### src/verilog/frt_pkg.sv
// Package for the free-running timer with two capture channels.
// Assumes a byte-wide register set mapped one register per 32-bit word.
package frt_pkg;

	// ****************************************
	// Register word indexes, byte address is index times four
	// ****************************************
	localparam logic [3:0] REG_CNT_HI  = 4'h0;
	localparam logic [3:0] REG_CNT_LO  = 4'h1;
	localparam logic [3:0] REG_ALT_HI  = 4'h2;
	localparam logic [3:0] REG_ALT_LO  = 4'h3;
	localparam logic [3:0] REG_CAP1_HI = 4'h4;
	localparam logic [3:0] REG_CAP1_LO = 4'h5;
	localparam logic [3:0] REG_CAP2_HI = 4'h6;
	localparam logic [3:0] REG_CAP2_LO = 4'h7;
	localparam logic [3:0] REG_CTRL1   = 4'h8;
	localparam logic [3:0] REG_CTRL2   = 4'h9;
	localparam logic [3:0] REG_STATUS  = 4'hA;

	// ****************************************
	// Field positions
	// ****************************************
	localparam int CTRL1_CAP_IE   = 7;
	localparam int CTRL1_OVF_IE   = 5;
	localparam int CTRL1_CAP1_EDG = 1;
	localparam int CTRL2_OPM      = 5;
	localparam int CTRL2_PWM      = 4;
	localparam int CTRL2_CSEL_HI  = 3;
	localparam int CTRL2_CSEL_LO  = 2;
	localparam int CTRL2_CAP2_EDG = 1;
	localparam int CTRL2_EXT_EDG  = 0;
	localparam int STAT_CAP1_FLAG = 7;
	localparam int STAT_OVF_FLAG  = 5;
	localparam int STAT_CAP2_FLAG = 4;

	// ****************************************
	// Values after reset and encodings
	// ****************************************
	localparam logic [15:0] CNT_RELOAD  = 16'hFFFC;
	localparam logic [15:0] CNT_MAX     = 16'hFFFF;
	localparam logic [7:0]  CTRL_RESET  = 8'h00;
	localparam logic [31:0] RDATA_RESET = 32'h0000_0000;
	localparam logic [15:0] CAP_RESET   = 16'h0000;
	localparam logic [1:0]  CSEL_EXT    = 2'h3;
	localparam logic [1:0]  CSEL_DIV2   = 2'h0;
	localparam logic [1:0]  CSEL_DIV4   = 2'h1;
	localparam logic [1:0]  CSEL_DIV8   = 2'h2;
	localparam logic [2:0]  PRESC_RESET = 3'h0;
	localparam int          NUM_CAP     = 2;

	// ****************************************
	// Bus request carrier
	// ****************************************
	typedef struct packed {
		logic [5:0]  address;
		logic        read;
		logic        write;
		logic [31:0] writedata;
		logic [3:0]  byteenable;
	} frt_avs_req_t;

	typedef enum logic [0:0] {
		BUS_WAIT = 1'b0,
		BUS_DONE = 1'b1
	} frt_bus_state_t;

endpackage

### src/verilog/frt_timer.sv
// Free-running 16-bit timer with prescaler, external clock and two input captures.
// Assumes an Avalon-MM master on CLK_I and asynchronous pins for capture and clock.
`timescale 1ns/1ps

module frt_timer #(
	parameter logic [1:0] DIV2_CODE   = frt_pkg::CSEL_DIV2, // Select code, divide by two
	parameter logic [1:0] DIV4_CODE   = frt_pkg::CSEL_DIV4, // Select code, divide by four
	parameter logic [1:0] DIV8_CODE   = frt_pkg::CSEL_DIV8, // Select code, divide by eight
	parameter logic [2:0] PIN_PRESENT = 3'h7                // Bit0 cap1, bit1 cap2, bit2 ext
) (
	input  wire logic                 CLK_I,             // Clock, 250 MHz
	input  wire logic                 RESET_I,           // Async reset, active high
	input  wire logic                 CE_I,              // Clock enable
	input  wire frt_pkg::frt_avs_req_t AVS_REQ_I,        // Avalon request
	output logic [31:0]               AVS_READDATA_O,    // Avalon read data
	output logic                      AVS_WAITREQUEST_O, // Avalon waitrequest
	input  wire logic                 HALT_I,            // CPU in halt
	input  wire logic                 IMASK_I,           // Global interrupt mask
	input  wire logic                 CAP1_I,            // Capture pin one
	input  wire logic                 CAP2_I,            // Capture pin two
	input  wire logic                 EXTERNAL_CLOCK_PIN_I,          // External clock pin
	output logic                      IRQ_O,             // Timer interrupt request
	output logic [15:0]               COUNT_O            // Counter value
);
	import frt_pkg::*;

	// ****************************************
	// Declarations
	// ****************************************
	logic [15:0]    cnt_q;
	logic [2:0]     presc_q;
	logic [7:0]     ctrl1_q;
	logic [7:0]     ctrl2_q;
	logic [7:0]     lo_buf_q;
	logic           seq_q;
	logic           ovf_q;
	logic           ovf_arm_q;
	logic           irq_q;
	frt_bus_state_t bus_q;
	logic [31:0]    rdata_q;
	logic           waitreq_q;
	logic [2:0]     pin_raw;
	logic [2:0]     sync1_q;
	logic [2:0]     sync2_q;
	logic [2:0]     prev_q;
	logic           take;
	logic           rd_take;
	logic           wr_take;
	logic [3:0]     sel;
	logic           run;
	logic           tick;
	logic           ext_edge;
	logic           reload;
	logic           ovf_evt;
	logic           cnt_lo_acc;
	logic [1:0]     csel;
	logic [7:0]     rd_mux;
	logic [7:0]     status;
	logic [15:0]    cap_q     [NUM_CAP];
	logic           cap_flag_q[NUM_CAP];
	logic           cap_arm_q [NUM_CAP];
	logic           cap_blk_q [NUM_CAP];
	logic           cap_evt   [NUM_CAP];

	function automatic logic hit(input logic [3:0] s, input logic [3:0] r);
		hit = (s == r);
	endfunction

	// ****************************************
	// Avalon slave, one wait cycle per access
	// ****************************************
	assign sel     = AVS_REQ_I.address[5:2];
	assign take    = (bus_q == BUS_WAIT) && (AVS_REQ_I.read || AVS_REQ_I.write);
	assign rd_take = take && AVS_REQ_I.read;
	assign wr_take = take && AVS_REQ_I.write && AVS_REQ_I.byteenable[0];

	always_ff @(posedge CLK_I or posedge RESET_I) begin
		if (RESET_I) begin
			bus_q <= BUS_WAIT;
		end else if (CE_I) begin
			if (take) begin
				bus_q <= BUS_DONE;
			end else begin
				bus_q <= BUS_WAIT;
			end
		end
	end

	always_comb begin
		rd_mux = 8'h00;
		if (hit(sel, REG_CNT_HI) || hit(sel, REG_ALT_HI)) begin
			rd_mux = cnt_q[15:8];
		end else if (hit(sel, REG_CNT_LO) || hit(sel, REG_ALT_LO)) begin
			rd_mux = seq_q ? lo_buf_q : cnt_q[7:0];
		end else if (hit(sel, REG_CAP1_HI)) begin
			rd_mux = cap_q[0][15:8];
		end else if (hit(sel, REG_CAP1_LO)) begin
			rd_mux = cap_q[0][7:0];
		end else if (hit(sel, REG_CAP2_HI)) begin
			rd_mux = cap_q[1][15:8];
		end else if (hit(sel, REG_CAP2_LO)) begin
			rd_mux = cap_q[1][7:0];
		end else if (hit(sel, REG_CTRL1)) begin
			rd_mux = ctrl1_q;
		end else if (hit(sel, REG_CTRL2)) begin
			rd_mux = ctrl2_q;
		end else if (hit(sel, REG_STATUS)) begin
			rd_mux = status;
		end else begin
			rd_mux = 8'h00;
		end
	end

	always_ff @(posedge CLK_I or posedge RESET_I) begin
		if (RESET_I) begin
			rdata_q <= RDATA_RESET;
		end else if (CE_I) begin
			if (rd_take) begin
				rdata_q <= {24'h00_0000, rd_mux};
			end
		end
	end

	// Waitrequest kept in a flop of its own so the pin is a register output
	// High again in the cycle after the acknowledge, matching the bus state
	always_ff @(posedge CLK_I or posedge RESET_I) begin
		if (RESET_I) begin
			waitreq_q <= 1'b1;
		end else if (CE_I) begin
			waitreq_q <= !take;
		end
	end

	assign AVS_READDATA_O    = rdata_q;
	assign AVS_WAITREQUEST_O = waitreq_q;

	// ****************************************
	// Control registers
	// ****************************************
	always_ff @(posedge CLK_I or posedge RESET_I) begin
		if (RESET_I) begin
			ctrl1_q <= CTRL_RESET;
			ctrl2_q <= CTRL_RESET;
		end else if (CE_I) begin
			if (wr_take && hit(sel, REG_CTRL1)) begin
				ctrl1_q <= AVS_REQ_I.writedata[7:0];
			end
			if (wr_take && hit(sel, REG_CTRL2)) begin
				ctrl2_q <= AVS_REQ_I.writedata[7:0];
			end
		end
	end

	// ****************************************
	// Pin synchronisers
	// ****************************************
	// Absent pins read high
	assign pin_raw = {EXTERNAL_CLOCK_PIN_I, CAP2_I, CAP1_I} | ~PIN_PRESENT;

	// All three pins pass two synchroniser flops, then one edge-detect flop
	always_ff @(posedge CLK_I or posedge RESET_I) begin
		if (RESET_I) begin
			sync1_q <= 3'h7;
			sync2_q <= 3'h7;
			prev_q  <= 3'h7;
		end else if (CE_I) begin
			sync1_q <= pin_raw;
			sync2_q <= sync1_q;
			prev_q  <= sync2_q;
		end
	end

	// ****************************************
	// Prescaler and counter
	// ****************************************
	assign csel     = {ctrl2_q[CTRL2_CSEL_HI], ctrl2_q[CTRL2_CSEL_LO]};
	assign run      = !HALT_I;
	// Edge spacing of four clocks is the source's duty
	assign ext_edge = ctrl2_q[CTRL2_EXT_EDG] ? (sync2_q[2] && !prev_q[2]) :
	                  (!sync2_q[2] && prev_q[2]);

	always_comb begin
		tick = 1'b0;
		if (csel == CSEL_EXT) begin
			tick = ext_edge;
		end else if (csel == DIV2_CODE) begin
			tick = presc_q[0];
		end else if (csel == DIV4_CODE) begin
			tick = (presc_q[1:0] == 2'h3);
		end else if (csel == DIV8_CODE) begin
			tick = (presc_q == 3'h7);
		end else begin
			tick = 1'b0;
		end
	end

	assign reload     = wr_take && (hit(sel, REG_CNT_LO) || hit(sel, REG_ALT_LO));
	assign ovf_evt    = run && tick && !reload && (cnt_q == CNT_MAX);
	assign cnt_lo_acc = take && hit(sel, REG_CNT_LO);

	always_ff @(posedge CLK_I or posedge RESET_I) begin
		if (RESET_I) begin
			presc_q <= PRESC_RESET;
		end else if (CE_I) begin
			if (reload) begin
				presc_q <= PRESC_RESET;
			end else if (run) begin
				presc_q <= presc_q + 3'h1;
			end
		end
	end

	always_ff @(posedge CLK_I or posedge RESET_I) begin
		if (RESET_I) begin
			cnt_q <= CNT_RELOAD;
		end else if (CE_I) begin
			if (reload) begin
				cnt_q <= CNT_RELOAD;
			end else if (run && tick) begin
				cnt_q <= cnt_q + 16'h0001;
			end
		end
	end

	assign COUNT_O = cnt_q;

	// ****************************************
	// Coherent 16-bit read
	// ****************************************
	always_ff @(posedge CLK_I or posedge RESET_I) begin
		if (RESET_I) begin
			seq_q    <= 1'b0;
			lo_buf_q <= 8'h00;
		end else if (CE_I) begin
			if (rd_take && (hit(sel, REG_CNT_HI) || hit(sel, REG_ALT_HI)) && !seq_q) begin
				seq_q    <= 1'b1;
				lo_buf_q <= cnt_q[7:0];
			end else if (rd_take && (hit(sel, REG_CNT_LO) || hit(sel, REG_ALT_LO))) begin
				seq_q <= 1'b0;
			end
		end
	end

	// ****************************************
	// Overflow flag
	// ****************************************
	always_ff @(posedge CLK_I or posedge RESET_I) begin
		if (RESET_I) begin
			ovf_q     <= 1'b0;
			ovf_arm_q <= 1'b0;
		end else if (CE_I) begin
			if (ovf_evt) begin
				ovf_q <= 1'b1;
			end else if (ovf_arm_q && cnt_lo_acc) begin
				ovf_q <= 1'b0;
			end
			if (rd_take && hit(sel, REG_STATUS) && ovf_q) begin
				ovf_arm_q <= 1'b1;
			end else if (cnt_lo_acc) begin
				ovf_arm_q <= 1'b0;
			end
		end
	end

	// ****************************************
	// Capture channels
	// ****************************************
	generate
		for (genvar i = 0; i < NUM_CAP; i++) begin : g_cap
			logic       edg_sel;
			logic       rise;
			logic       fall;
			logic       enab;
			logic [3:0] hi_reg;
			logic [3:0] lo_reg;
			logic       lo_acc;

			assign hi_reg  = (i == 0) ? REG_CAP1_HI : REG_CAP2_HI;
			assign lo_reg  = (i == 0) ? REG_CAP1_LO : REG_CAP2_LO;
			assign edg_sel = (i == 0) ? ctrl1_q[CTRL1_CAP1_EDG] :
			                 ctrl2_q[CTRL2_CAP2_EDG];
			assign enab    = (i != 0) ||
			                 !(ctrl2_q[CTRL2_OPM] || ctrl2_q[CTRL2_PWM]);
			assign rise    = sync2_q[i] && !prev_q[i];
			assign fall    = !sync2_q[i] && prev_q[i];
			assign cap_evt[i] = enab && (edg_sel ? rise : fall);
			assign lo_acc  = take && hit(sel, lo_reg);

			always_ff @(posedge CLK_I or posedge RESET_I) begin
				if (RESET_I) begin
					cap_q[i] <= CAP_RESET;
				end else if (CE_I) begin
					if (cap_evt[i] && !cap_blk_q[i]) begin
						cap_q[i] <= cnt_q;
					end
				end
			end

			always_ff @(posedge CLK_I or posedge RESET_I) begin
				if (RESET_I) begin
					cap_blk_q[i] <= 1'b0;
				end else if (CE_I) begin
					if (rd_take && hit(sel, hi_reg)) begin
						cap_blk_q[i] <= 1'b1;
					end else if (rd_take && hit(sel, lo_reg)) begin
						cap_blk_q[i] <= 1'b0;
					end
				end
			end

			always_ff @(posedge CLK_I or posedge RESET_I) begin
				if (RESET_I) begin
					cap_flag_q[i] <= 1'b0;
					cap_arm_q[i]  <= 1'b0;
				end else if (CE_I) begin
					if (cap_evt[i]) begin
						cap_flag_q[i] <= 1'b1;
					end else if (cap_arm_q[i] && lo_acc) begin
						cap_flag_q[i] <= 1'b0;
					end
					if (rd_take && hit(sel, REG_STATUS) && cap_flag_q[i]) begin
						cap_arm_q[i] <= 1'b1;
					end else if (lo_acc) begin
						cap_arm_q[i] <= 1'b0;
					end
				end
			end
		end
	endgenerate

	// ****************************************
	// Status and interrupt
	// ****************************************
	always_comb begin
		status                 = 8'h00;
		status[STAT_CAP1_FLAG] = cap_flag_q[0];
		status[STAT_OVF_FLAG]  = ovf_q;
		status[STAT_CAP2_FLAG] = cap_flag_q[1];
	end

	// Requests stay pending in the flags while masked
	always_ff @(posedge CLK_I or posedge RESET_I) begin
		if (RESET_I) begin
			irq_q <= 1'b0;
		end else if (CE_I) begin
			irq_q <= !IMASK_I && ((ovf_q && ctrl1_q[CTRL1_OVF_IE]) ||
			         ((cap_flag_q[0] || cap_flag_q[1]) && ctrl1_q[CTRL1_CAP_IE]));
		end
	end

	assign IRQ_O = irq_q;

endmodule
### config.mk
export PLATFORM = sky130hd
export DESIGN_NAME = frt_timer
export DESIGN_NICKNAME = d
export VERILOG_FILES = /design/src/verilog/frt_pkg.sv /design/src/verilog/frt_timer.sv
export SDC_FILE = /design/constraint.sdc
export NUM_CORES = 1
export LEC_CHECK = 0
export ABC_AREA = 1
export BUFFER_PORTS_ARGS = -buffer_cell sky130_fd_sc_hd__buf_2
export CAP_MARGIN = 0
export CORE_ASPECT_RATIO = 2
export CORE_MARGIN = 4
export CORE_UTILIZATION = 60
export DETAILED_ROUTE_END_ITERATION = 10
export PLACE_DENSITY = 0.85
export SLEW_MARGIN = 10
export SYNTH_ARGS = -nofsm -noshare
export SYNTH_HDL_FRONTEND = slang
export SYNTH_SLANG_ARGS = --single-unit
### constraint.sdc
create_clock -name CLK_I -period 6.9 [get_ports CLK_I]
set_clock_uncertainty 0.05 [all_clocks]
set_input_delay 0.345 -clock CLK_I [delete_from_list [all_inputs] [get_ports CLK_I]]
set_output_delay 0.345 -clock CLK_I [all_outputs]
set_load 0.005 [all_outputs]
* Yosys cells after proc, flatten, opt, wreduce, memory -nomap -nowiden
Cells that the tools add are included.
Word-level totals: register bits 104, bits of input ports 52, output and inout port bits 50, word-level logic and storage cells 171
Operators by class: $add $sub $neg 2, equal/unequal tests 17, mux-type cells 40, bitwise gates (word level) 1, reduce and logical (&&, ||, !) cells 88
Operators with widths (count):
- $mux 8 | 10
- $logic_and 1x1->1 | 39
- $reduce_and 2->1 | 17
- $mux 16 | 2
- $mux 1 | 26
- $reduce_bool 2->1 | 10
- $add 16x1->16 const B | 1
- $eq 16x16->1 const B | 1
- $eq 4x3->1 const B | 4
- $logic_not 1->1 | 14
- $eq 4x4->1 const B | 3
- $eq 4x2->1 const B | 2
- $eq 2x2->1 const B | 3
- $logic_or 1x1->1 | 6
- $mux 3 | 2
- $eq 4x1->1 const B | 1
- $logic_not 4->1 | 1
- $add 3x1->3 const B | 1
- $eq 3x3->1 const B | 1
- $eq 2x1->1 const B | 1
- $logic_not 2->1 | 1
- $ne 2x1->1 const B | 1
- $not 1->1 | 1

* Longest topological paths before layout
Gate-level depths: netlist (run 1).
word-level depth 10, mapped depth 10, mapped depth without buffers 10

* Worst setup path before layout (run 1)
Ideal clock, no wire load.
kind reg2reg, from register sync2_q[1], to register cap_q[15] (netlist name), library setup time 128 ps, data arrival time 1361 ps, required time 6722 ps, slack 5361 ps, stages on the path, launching flop included 9, buffers on the path 2, period minus slack after synthesis 1539 ps, cells stage by stage dfstp_2 > inv_1 > o21ai_1 > o211ai_1 > or2_0 > buf_2 > buf_4 > nand2_1 > o21ai_0
Between the ends: longest elaborated chain between the ends 5, elaborated cells on any way between the ends 6, classes of those cells mux: 1; reduce/logical: 5
RTL lines:
- start, declared | line frt_timer.sv:44 | logic [2:0] sync2_q;
- start signal, assigned | line frt_timer.sv:168 | sync2_q <= sync1_q;
- $logic_not 1->1 | line frt_timer.sv:285 | assign fall = !sync2_q[i] && prev_q[i];
- $logic_and 1x1->1 | line frt_timer.sv:285
- $mux 1 (*) | line frt_timer.sv:286 | assign cap_evt[i] = enab && (edg_sel ? rise : fall);
- $logic_and 1x1->1 (*) | line frt_timer.sv:293 | if (cap_evt[i] && !cap_blk_q[i]) begin
- $reduce_and 2->1 (no source line) (*)
- end signal, assigned by index | line frt_timer.sv:294 | cap_q[i] <= cnt_q;
- end, declared | line frt_timer.sv:59 | logic [15:0] cap_q [NUM_CAP];
Mark *: on every way between the ends. The rest lies on a longest branch, timed or not. A chain may end at the register's enable or synchronous reset.

* Worst setup path after layout (run 1)
from register sync2_q[0], to register cap_q[24] (netlist name)
Between the ends: longest elaborated chain between the ends 6, elaborated cells on any way between the ends 7, classes of those cells mux: 1; reduce/logical: 6
RTL lines (line):
- $logic_not 1->1 | frt_timer.sv:285
- $logic_and 1x1->1 | frt_timer.sv:285
- $mux 1 (*) | frt_timer.sv:286
- $logic_and 1x1->1 (*) | frt_timer.sv:286
- $logic_and 1x1->1 (*) | frt_timer.sv:293
- $reduce_and 2->1 (no source line) (*)
Marked as above.

==> flow_metrics.py, run 1 <==
metrics = {
    "die": {
        "die-area_um2": 10700,
        "initial_core_util_pct": 62.3,
        "io-pin-count": 102,
        "die_w_um": 75.3,
        "fp.dieH_um": 143,
        "coreArea_um2": 8710,
        "placementRows": 48,
    },
    "global_routing": {
        "grt-ovfl-total": 0,
        "grt.total_usage_pct": 27.6,
        "grt_pass1_vias": 4835,
        "antenna_found_initial": 0,
        "grt_max_degree": 79,
        "grt_pass1_wl_um": 22500,
    },
    "layout": {
        "fin_cells": 833,
        "finalNetCount": 783,
        "final_cell_mix": "nand2_1, dfrtp_1, o21ai_0",
        "fillers": 718,
        "final_cell_area_um2": 5900,
        "layout_commonest_cell": "nand2_1",
        "multi_input_area_um2": 2300,
        "drive_gt1_share_pct": 18.6,
        "antenna_cells": 0,
        "syn_to_final_growth_pct": 8.78,
        "seq_area_um2": 2630,
    },
    "sta": {
        "tightestPinTransition_ns": 0.961,
        "rsz0062_at_grt": "false",
        "min_period_ns": 2.09,
        "final.period_utilization_pct": 30.3,
        "worst_hold_slack_ns": 0.143,
        "hold_viol": 0,
        "drv_slew": 0,
        "tns_ns": 0,
        "relSlewSlack_pct": 35.9,
        "fmax_mhz": 478,
        "final-setup-viol-count": 0,
    },
    "critical_path": {
        "crit_slowest_cell": "dfstp_2",
        "rrSetupSlack_ns": 4.81,
        "r2r-end": "cap_q[24]$_DFFE_PP0P_",
        "worstPathCellList": "inv_1 > o21ai_1 > o21ai_1 > nor4_2 > nand2_2 > nand2_1 > o21ai_1",
        "critPathLaunchType": "flop",
        "max_stage_delay_ns": 0.54,
        "r2r_cells": 7,
        "reg2reg_from": "sync2_q[0]$_DFFE_PP1P_",
        "end_kind": "flop",
        "worstSetupPathType": "flop to flop",
        "crit_family": "simple AND/OR/NAND/NOR gates",
        "path_max_fanout": 32,
        "worstPathArrival_ns": 2.25,
        "required_ns": 7.06,
        "worst-path-buf-inv": 1,
        "crit_start": "sync2_q[0]$_DFFE_PP1P_",
        "cp_common_cell": "o21ai_1",
    },
    "routing": {
        "vias": 4698,
        "drtAntennaViolNets": 0,
        "drt_wl_total_um": 13800,
        "post_drt_wl_per_cell_um": 16.5,
        "routed_via_density": 5.64,
        "drc": 0,
        "drt_iter0_drc": 406,
        "drt_first_pass_iters": 5,
    },
    "hold_path": {
        "min_to": "sync1_q[1]$_DFFE_PP1P_",
        "whs_path_depth": 3,
        "hold_start": "CAP2_I",
        "hold_path_class": "primary input to flop",
    },
    "synthesis": {
        "yosysUniqueCellTypes": 36,
        "synth.avg_cell_area_um2": 7.90,
        "syn_inst": 687,
        "synth_area_um2": 5430,
        "ys_seq_area_share_pct": 48.5,
        "ys_seq_elements": 104,
        "ys_warn_count": 0,
    },
    "run": {
        "cap_violations": 0,
    },
    "clocking": {
        "path_clk_slew_ns": 0.07,
        "numCtsBuffers": 9,
        "root_buffer": "clkbuf_16",
        "cts_buffer_depth": 2,
        "cts_tree": "done",
        "cts_sinks": 104,
        "cts.htree.levels": 3,
        "clk_latency_ns": 0.35,
    },
    "place": {
        "dp_hpwl_um": 10300,
        "place_area_um2": 5590,
        "place_congestion": 0.947,
        "io_buffers": 48,
        "dp_cells": 816,
    },
    "power": {
        "p_sw_share_pct": 33.9,
        "powerDensity_nw_per_um2": 332,
        "p_int_mw": 1.30,
        "p_seq_share_pct": 48.5,
        "clockPowerShare_pct": 26.6,
        "power_leakage_nw": 2.85,
        "peakVddDrop_v": 0.000207,
        "comb_power_share_pct": 24.9,
        "p_sw_uw": 663,
    },
    "outcome": {
        "status": "finished, final reports clean",
    },
}
-- worst register-to-register path: stages, from the launching register on --
cell and delay [ns]:
dfstp_2 0.54, inv_1 0.05, o21ai_1 0.12, o21ai_1 0.09, nor4_2 0.30, nand2_2 0.48
nand2_1 0.24, o21ai_1 0.09
-- worst max path at each step --
stage                                    end  slack (ns)  cells past startpoint
2_1_floorplan  AVS_READDATA_O[0]$_DFFE_PP0P_        3.81                      1
5_1_grt              lo_buf_q[0]$_DFFE_PP0P_        4.64                      8
4_1_cts                cap_q[24]$_DFFE_PP0P_        4.82                      7
3_3_place_gp         lo_buf_q[4]$_DFFE_PP0P_        4.60                      8
6_report               cap_q[24]$_DFFE_PP0P_        4.81                      7
3_5_place_dp         lo_buf_q[4]$_DFFE_PP0P_        4.55                      8
-- cells in the mapped netlist (all sizes together) --
library cell | number | area (µm²)
a21oi | 5 | 25.0
buf | 39 | 290
a21o | 1 | 7.51
or2 | 7 | 43.8
inv | 70 | 265
clkbuf | 5 | 18.8
ha | 3 | 37.5
nand4 | 14 | 87.6
dfrtp | 80 | 2000
o211ai | 1 | 7.51
dfstp | 24 | 631
clkinv | 1 | 3.75
nand2 | 217 | 832
nor2 | 55 | 256
xor2 | 4 | 35.0
a211oi | 2 | 15.0
nand3b | 2 | 15.0
o22ai | 1 | 6.26
o21ai | 105 | 571
nor3 | 8 | 50.1
xnor2 | 1 | 8.76
conb | 1 | 3.75
o31ai | 1 | 7.51
nand3 | 39 | 195
nor4 | 1 | 12.5
-- cell families (layout without fill, tap and decap cells) --
| family | count (synthesis) | after routing | share of synthesized area [%] |
|---|---|---|---|
| fa+ha+maj | 3 | 3 | 0.692 |
| other cells | 1 | 24 | 0.0691 |
| flops | 104 | 104 | 48.5 |
| simple gates | 343 | 343 | 27.5 |
| buf+inv | 115 | 138 | 10.6 |
| xor+xnor | 5 | 5 | 0.807 |
| compound gates | 116 | 116 | 11.8 |
-- final cells by class --
type,count,share of cell area [%]
flip-flops and latches,104,44.6
clock inverters,5,0.911
inverters,71,4.60
well taps,100,2.12
repair buffers,51,4.49
multi-input cells,491,39.0
clock buffers,11,4.28
-- metrics by stage --
step	power, mW	setup slack [ns]	utilization, %
after global routing	2.08	4.64	67.8
after CTS	1.96	4.82	67.8
after floorplan	1.27	3.81	-
after detailed placement	1.44	4.55	64.2
final	1.96	4.81	67.8
after global placement	1.40	4.60	64.2
-- layer usage --
metal	GRT usage, %	part of all wire, %	vias to the layer above
met3	4.53	4.8	66
met4	17.2	5.9	0
met2	49.3	54	177
met5	0	0	-
met1	28.7	35	2220
li1	-	-	2235
-- power by group through the flow --
stage                     logic, mW  clock network (mW)  registers (mW)
after global placement        0.458                   0           0.941
after CTS                     0.490               0.526           0.946
after floorplan               0.353                   0           0.922
after detailed placement      0.482                   0           0.955
final                         0.488               0.521           0.950
after global routing          0.559               0.545           0.973
-- what timing repair did --
action	4_1_cts	5_1_grt
hold buffers	1	0
gates resized for setup	0	0
buffers inserted	0	0
endpoints found under the hold margin	12	0
-- state kept, by name, summed over array words and instances (netlist names), 2 cells and up --
name / cells
presc_q: 3
sync2_q: 3
ctrl2_q: 8
AVS_READDATA_O: 8
cap_blk_q: 2
cap_q: 32
prev_q: 3
ctrl1_q: 8
cap_flag_q: 2
cap_arm_q: 2
COUNT_O: 16
sync1_q: 3
lo_buf_q: 8
Power figures use the tool's default switching activity.
==> run 2: changes to the inputs <==
Settings changed: CORE_UTILIZATION 60 to 56, PLACE_DENSITY 0.85 to 0.8.
Clock period 6.9 ns to 2.1 ns, I/O delays scaled along.
==> run 2 against run 1 <==
Effect of this change:
- highest routed layer unchanged
- critical endpoint is now COUNT_O[0]$_DFFE_PP0P_
- via count increased by 1.5%
- largest cell class unchanged
- global-route usage down 2.1 points
- cell area grew 3.3%
- critical path depth up 1
==> flow_metrics.py, run 2 (synthesis gave the netlist of run 1 again) <==
metrics = {
    "global_routing": {
        "grt.total_usage_pct": 25.5,
        "grt_pass1_vias": 4739,
        "grt_max_degree": 33,
        "grt_pass1_wl_um": 22700,
        "antenna_found_initial": 0,
        "grt-ovfl-total": 0,
    },
    "routing": {
        "vias": 4767,
        "met3_length_um": 580,
        "drt_iter0_drc": 290,
        "dr_wl_met2_um": 7550,
        "drc": 0,
        "post_drt_wl_per_cell_um": 15.8,
        "wl_met1_um": 4890,
        "drt_first_pass_iters": 5,
        "routed_via_density": 5.42,
        "drt_wl_total_um": 13900,
        "drtAntennaViolNets": 0,
        "dr.max_layer_used": "met4",
    },
    "place": {
        "place_ws_ns": 0.186,
        "io_buffers": 48,
        "dp_hpwl_um": 10400,
        "place_congestion": 0.985,
    },
    "hold_path": {
        "min_to": "sync1_q[2]$_DFFE_PP1P_",
        "hold_path_class": "primary input to flop",
        "whs_path_depth": 4,
        "hold_start": "CE_I",
    },
    "die": {
        "die-area_um2": 11400,
        "coreArea_um2": 9450,
        "initial_core_util_pct": 57.5,
        "io-pin-count": 102,
        "fp.dieH_um": 147,
        "die_w_um": 77.6,
        "placementRows": 50,
    },
    "sta": {
        "final-setup-viol-count": 0,
        "tns_ns": 0,
        "tightestPinTransition_ns": 0.710,
        "final.period_utilization_pct": 93.3,
        "fmax_mhz": 510,
        "relSlewSlack_pct": 52.6,
        "worst_hold_slack_ns": 0.00676,
        "min_period_ns": 1.96,
        "rsz0062_at_grt": "false",
        "hold_viol": 0,
        "drv_slew": 0,
        "worst_slack_ns": 0.140,
    },
    "power": {
        "power_leakage_nw": 2.91,
        "p_seq_share_pct": 49.4,
        "p_sw_mw": 2.19,
        "p_sw_share_pct": 34.5,
        "powerDensity_nw_per_um2": 1040,
        "p_int_mw": 4.16,
        "peakVddDrop_v": 0.000817,
        "comb_power_share_pct": 25.6,
        "clockPowerShare_pct": 25.0,
    },
    "run": {
        "cap_violations": 0,
    },
    "layout": {
        "fillers": 821,
        "final_cell_mix": "nand2_1, dfrtp_1, o21ai_0",
        "largest_register": "cap_q",
        "syn_to_final_growth_pct": 12.4,
        "antenna_cells": 0,
        "drive_gt1_share_pct": 19.1,
        "final_util_pct": 64.6,
        "finalNetCount": 799,
        "largest_reg_flops": 32,
        "layout_commonest_cell": "nand2_1",
    },
    "critical_path": {
        "path_max_fanout": 30,
        "end_kind": "flop",
        "reg2reg_from": "presc_q[0]$_DFFE_PP0P_",
        "critPathLaunchType": "flop",
        "worstPathArrival_ns": 2.12,
        "rrSetupSlack_ns": 0.14,
        "worstSetupPathType": "flop to flop",
        "r2r_cells": 8,
        "r2r-end": "COUNT_O[0]$_DFFE_PP0P_",
        "required_ns": 2.26,
    },
    "clocking": {
        "cts_resized": 0,
        "clk_latency_ns": 0.35,
        "cts_buffer_depth": 2,
        "cts_hold_buf": 10,
        "cts_sinks": 104,
        "cts_setup_buffers": 0,
        "numCtsBuffers": 9,
        "root_buffer": "clkbuf_16",
        "path_clk_slew_ns": 0.07,
        "cts_tree": "done",
        "cts.htree.levels": 3,
    },
    "outcome": {
        "status": "finished, final reports clean",
    },
}
## run 2: changes by cell type in the layout (fill, tap and decap cells not counted), sizes merged
cell | previous run | this run
dlygate4sd3 | 1 | 10
buf | 50 | 57
clkinvlp | 0 | 2
inv | 71 | 69
bufinv | 1 | 0
clkinv | 4 | 5
## run 2: cell type report
cell class	count	area [µm²]	share of cell area, %
flip-flops and latches	104	2630	43.2
repair buffers	67	445	7.30
well taps	130	163	2.67
clock buffers	11	253	4.14
multi-input cells	491	2300	37.8
clock inverters	5	31.3	0.513
inverters	71	273	4.47
## run 2: worst max-delay path by stage
stage / from / to / slack (ns) / depth (start not counted)
final: presc_q[0]$_DFFE_PP0P_ / COUNT_O[0]$_DFFE_PP0P_ / 0.14 / 8
after global routing: presc_q[0]$_DFFE_PP0P_ / COUNT_O[15]$_DFFE_PP1P_ / 0.01 / 7
after CTS: presc_q[0]$_DFFE_PP0P_ / COUNT_O[0]$_DFFE_PP0P_ / 0.15 / 8
after detailed placement: presc_q[0]$_DFFE_PP0P_ / COUNT_O[0]$_DFFE_PP0P_ / 0.19 / 8
after global placement: presc_q[0]$_DFFE_PP0P_ / COUNT_O[0]$_DFFE_PP0P_ / 0.24 / 8
after floorplan: sync2_q[1]$_DFFE_PP1P_ / cap_q[15]$_DFFE_PP0P_ / 0.56 / 8
## run 2: critical path, stage by stage (launching register included)
cell and delay (ns):
dfrtp_1 0.42, ha_1 0.24, ha_1 0.19, nand2_1 0.06, nand3_1 0.08, nand3_1 0.20, nand2_2 0.34, nand3_1 0.15
o21ai_0 0.09
## run 2: through the flow
stage / instance area, µm² / cells / total power, mW
after floorplan: 5520 / 710 / 4.19
after global placement: 5720 / 853 / 4.63
after detailed placement: 5720 / 853 / 4.75
after CTS: 6100 / 879 / 6.36
after global routing: 6100 / 879 / 6.76
final: 6100 / 879 / 6.35
## run 2: routing by layer
layer	up-vias	global-route usage, %
li1	2261	-
met1	2259	27.1
met2	193	45.4
met3	54	3.19
met4	0	18.3
met5	-	0
## run 2: power groups by stage
stage	clock [mW]	combinational [mW]	sequential, mW
floorplan	0	1.16	3.03
global placement	0	1.53	3.10
finish	1.59	1.62	3.13
detailed placement	0	1.61	3.14
CTS	1.61	1.63	3.12
global route	1.70	1.85	3.20
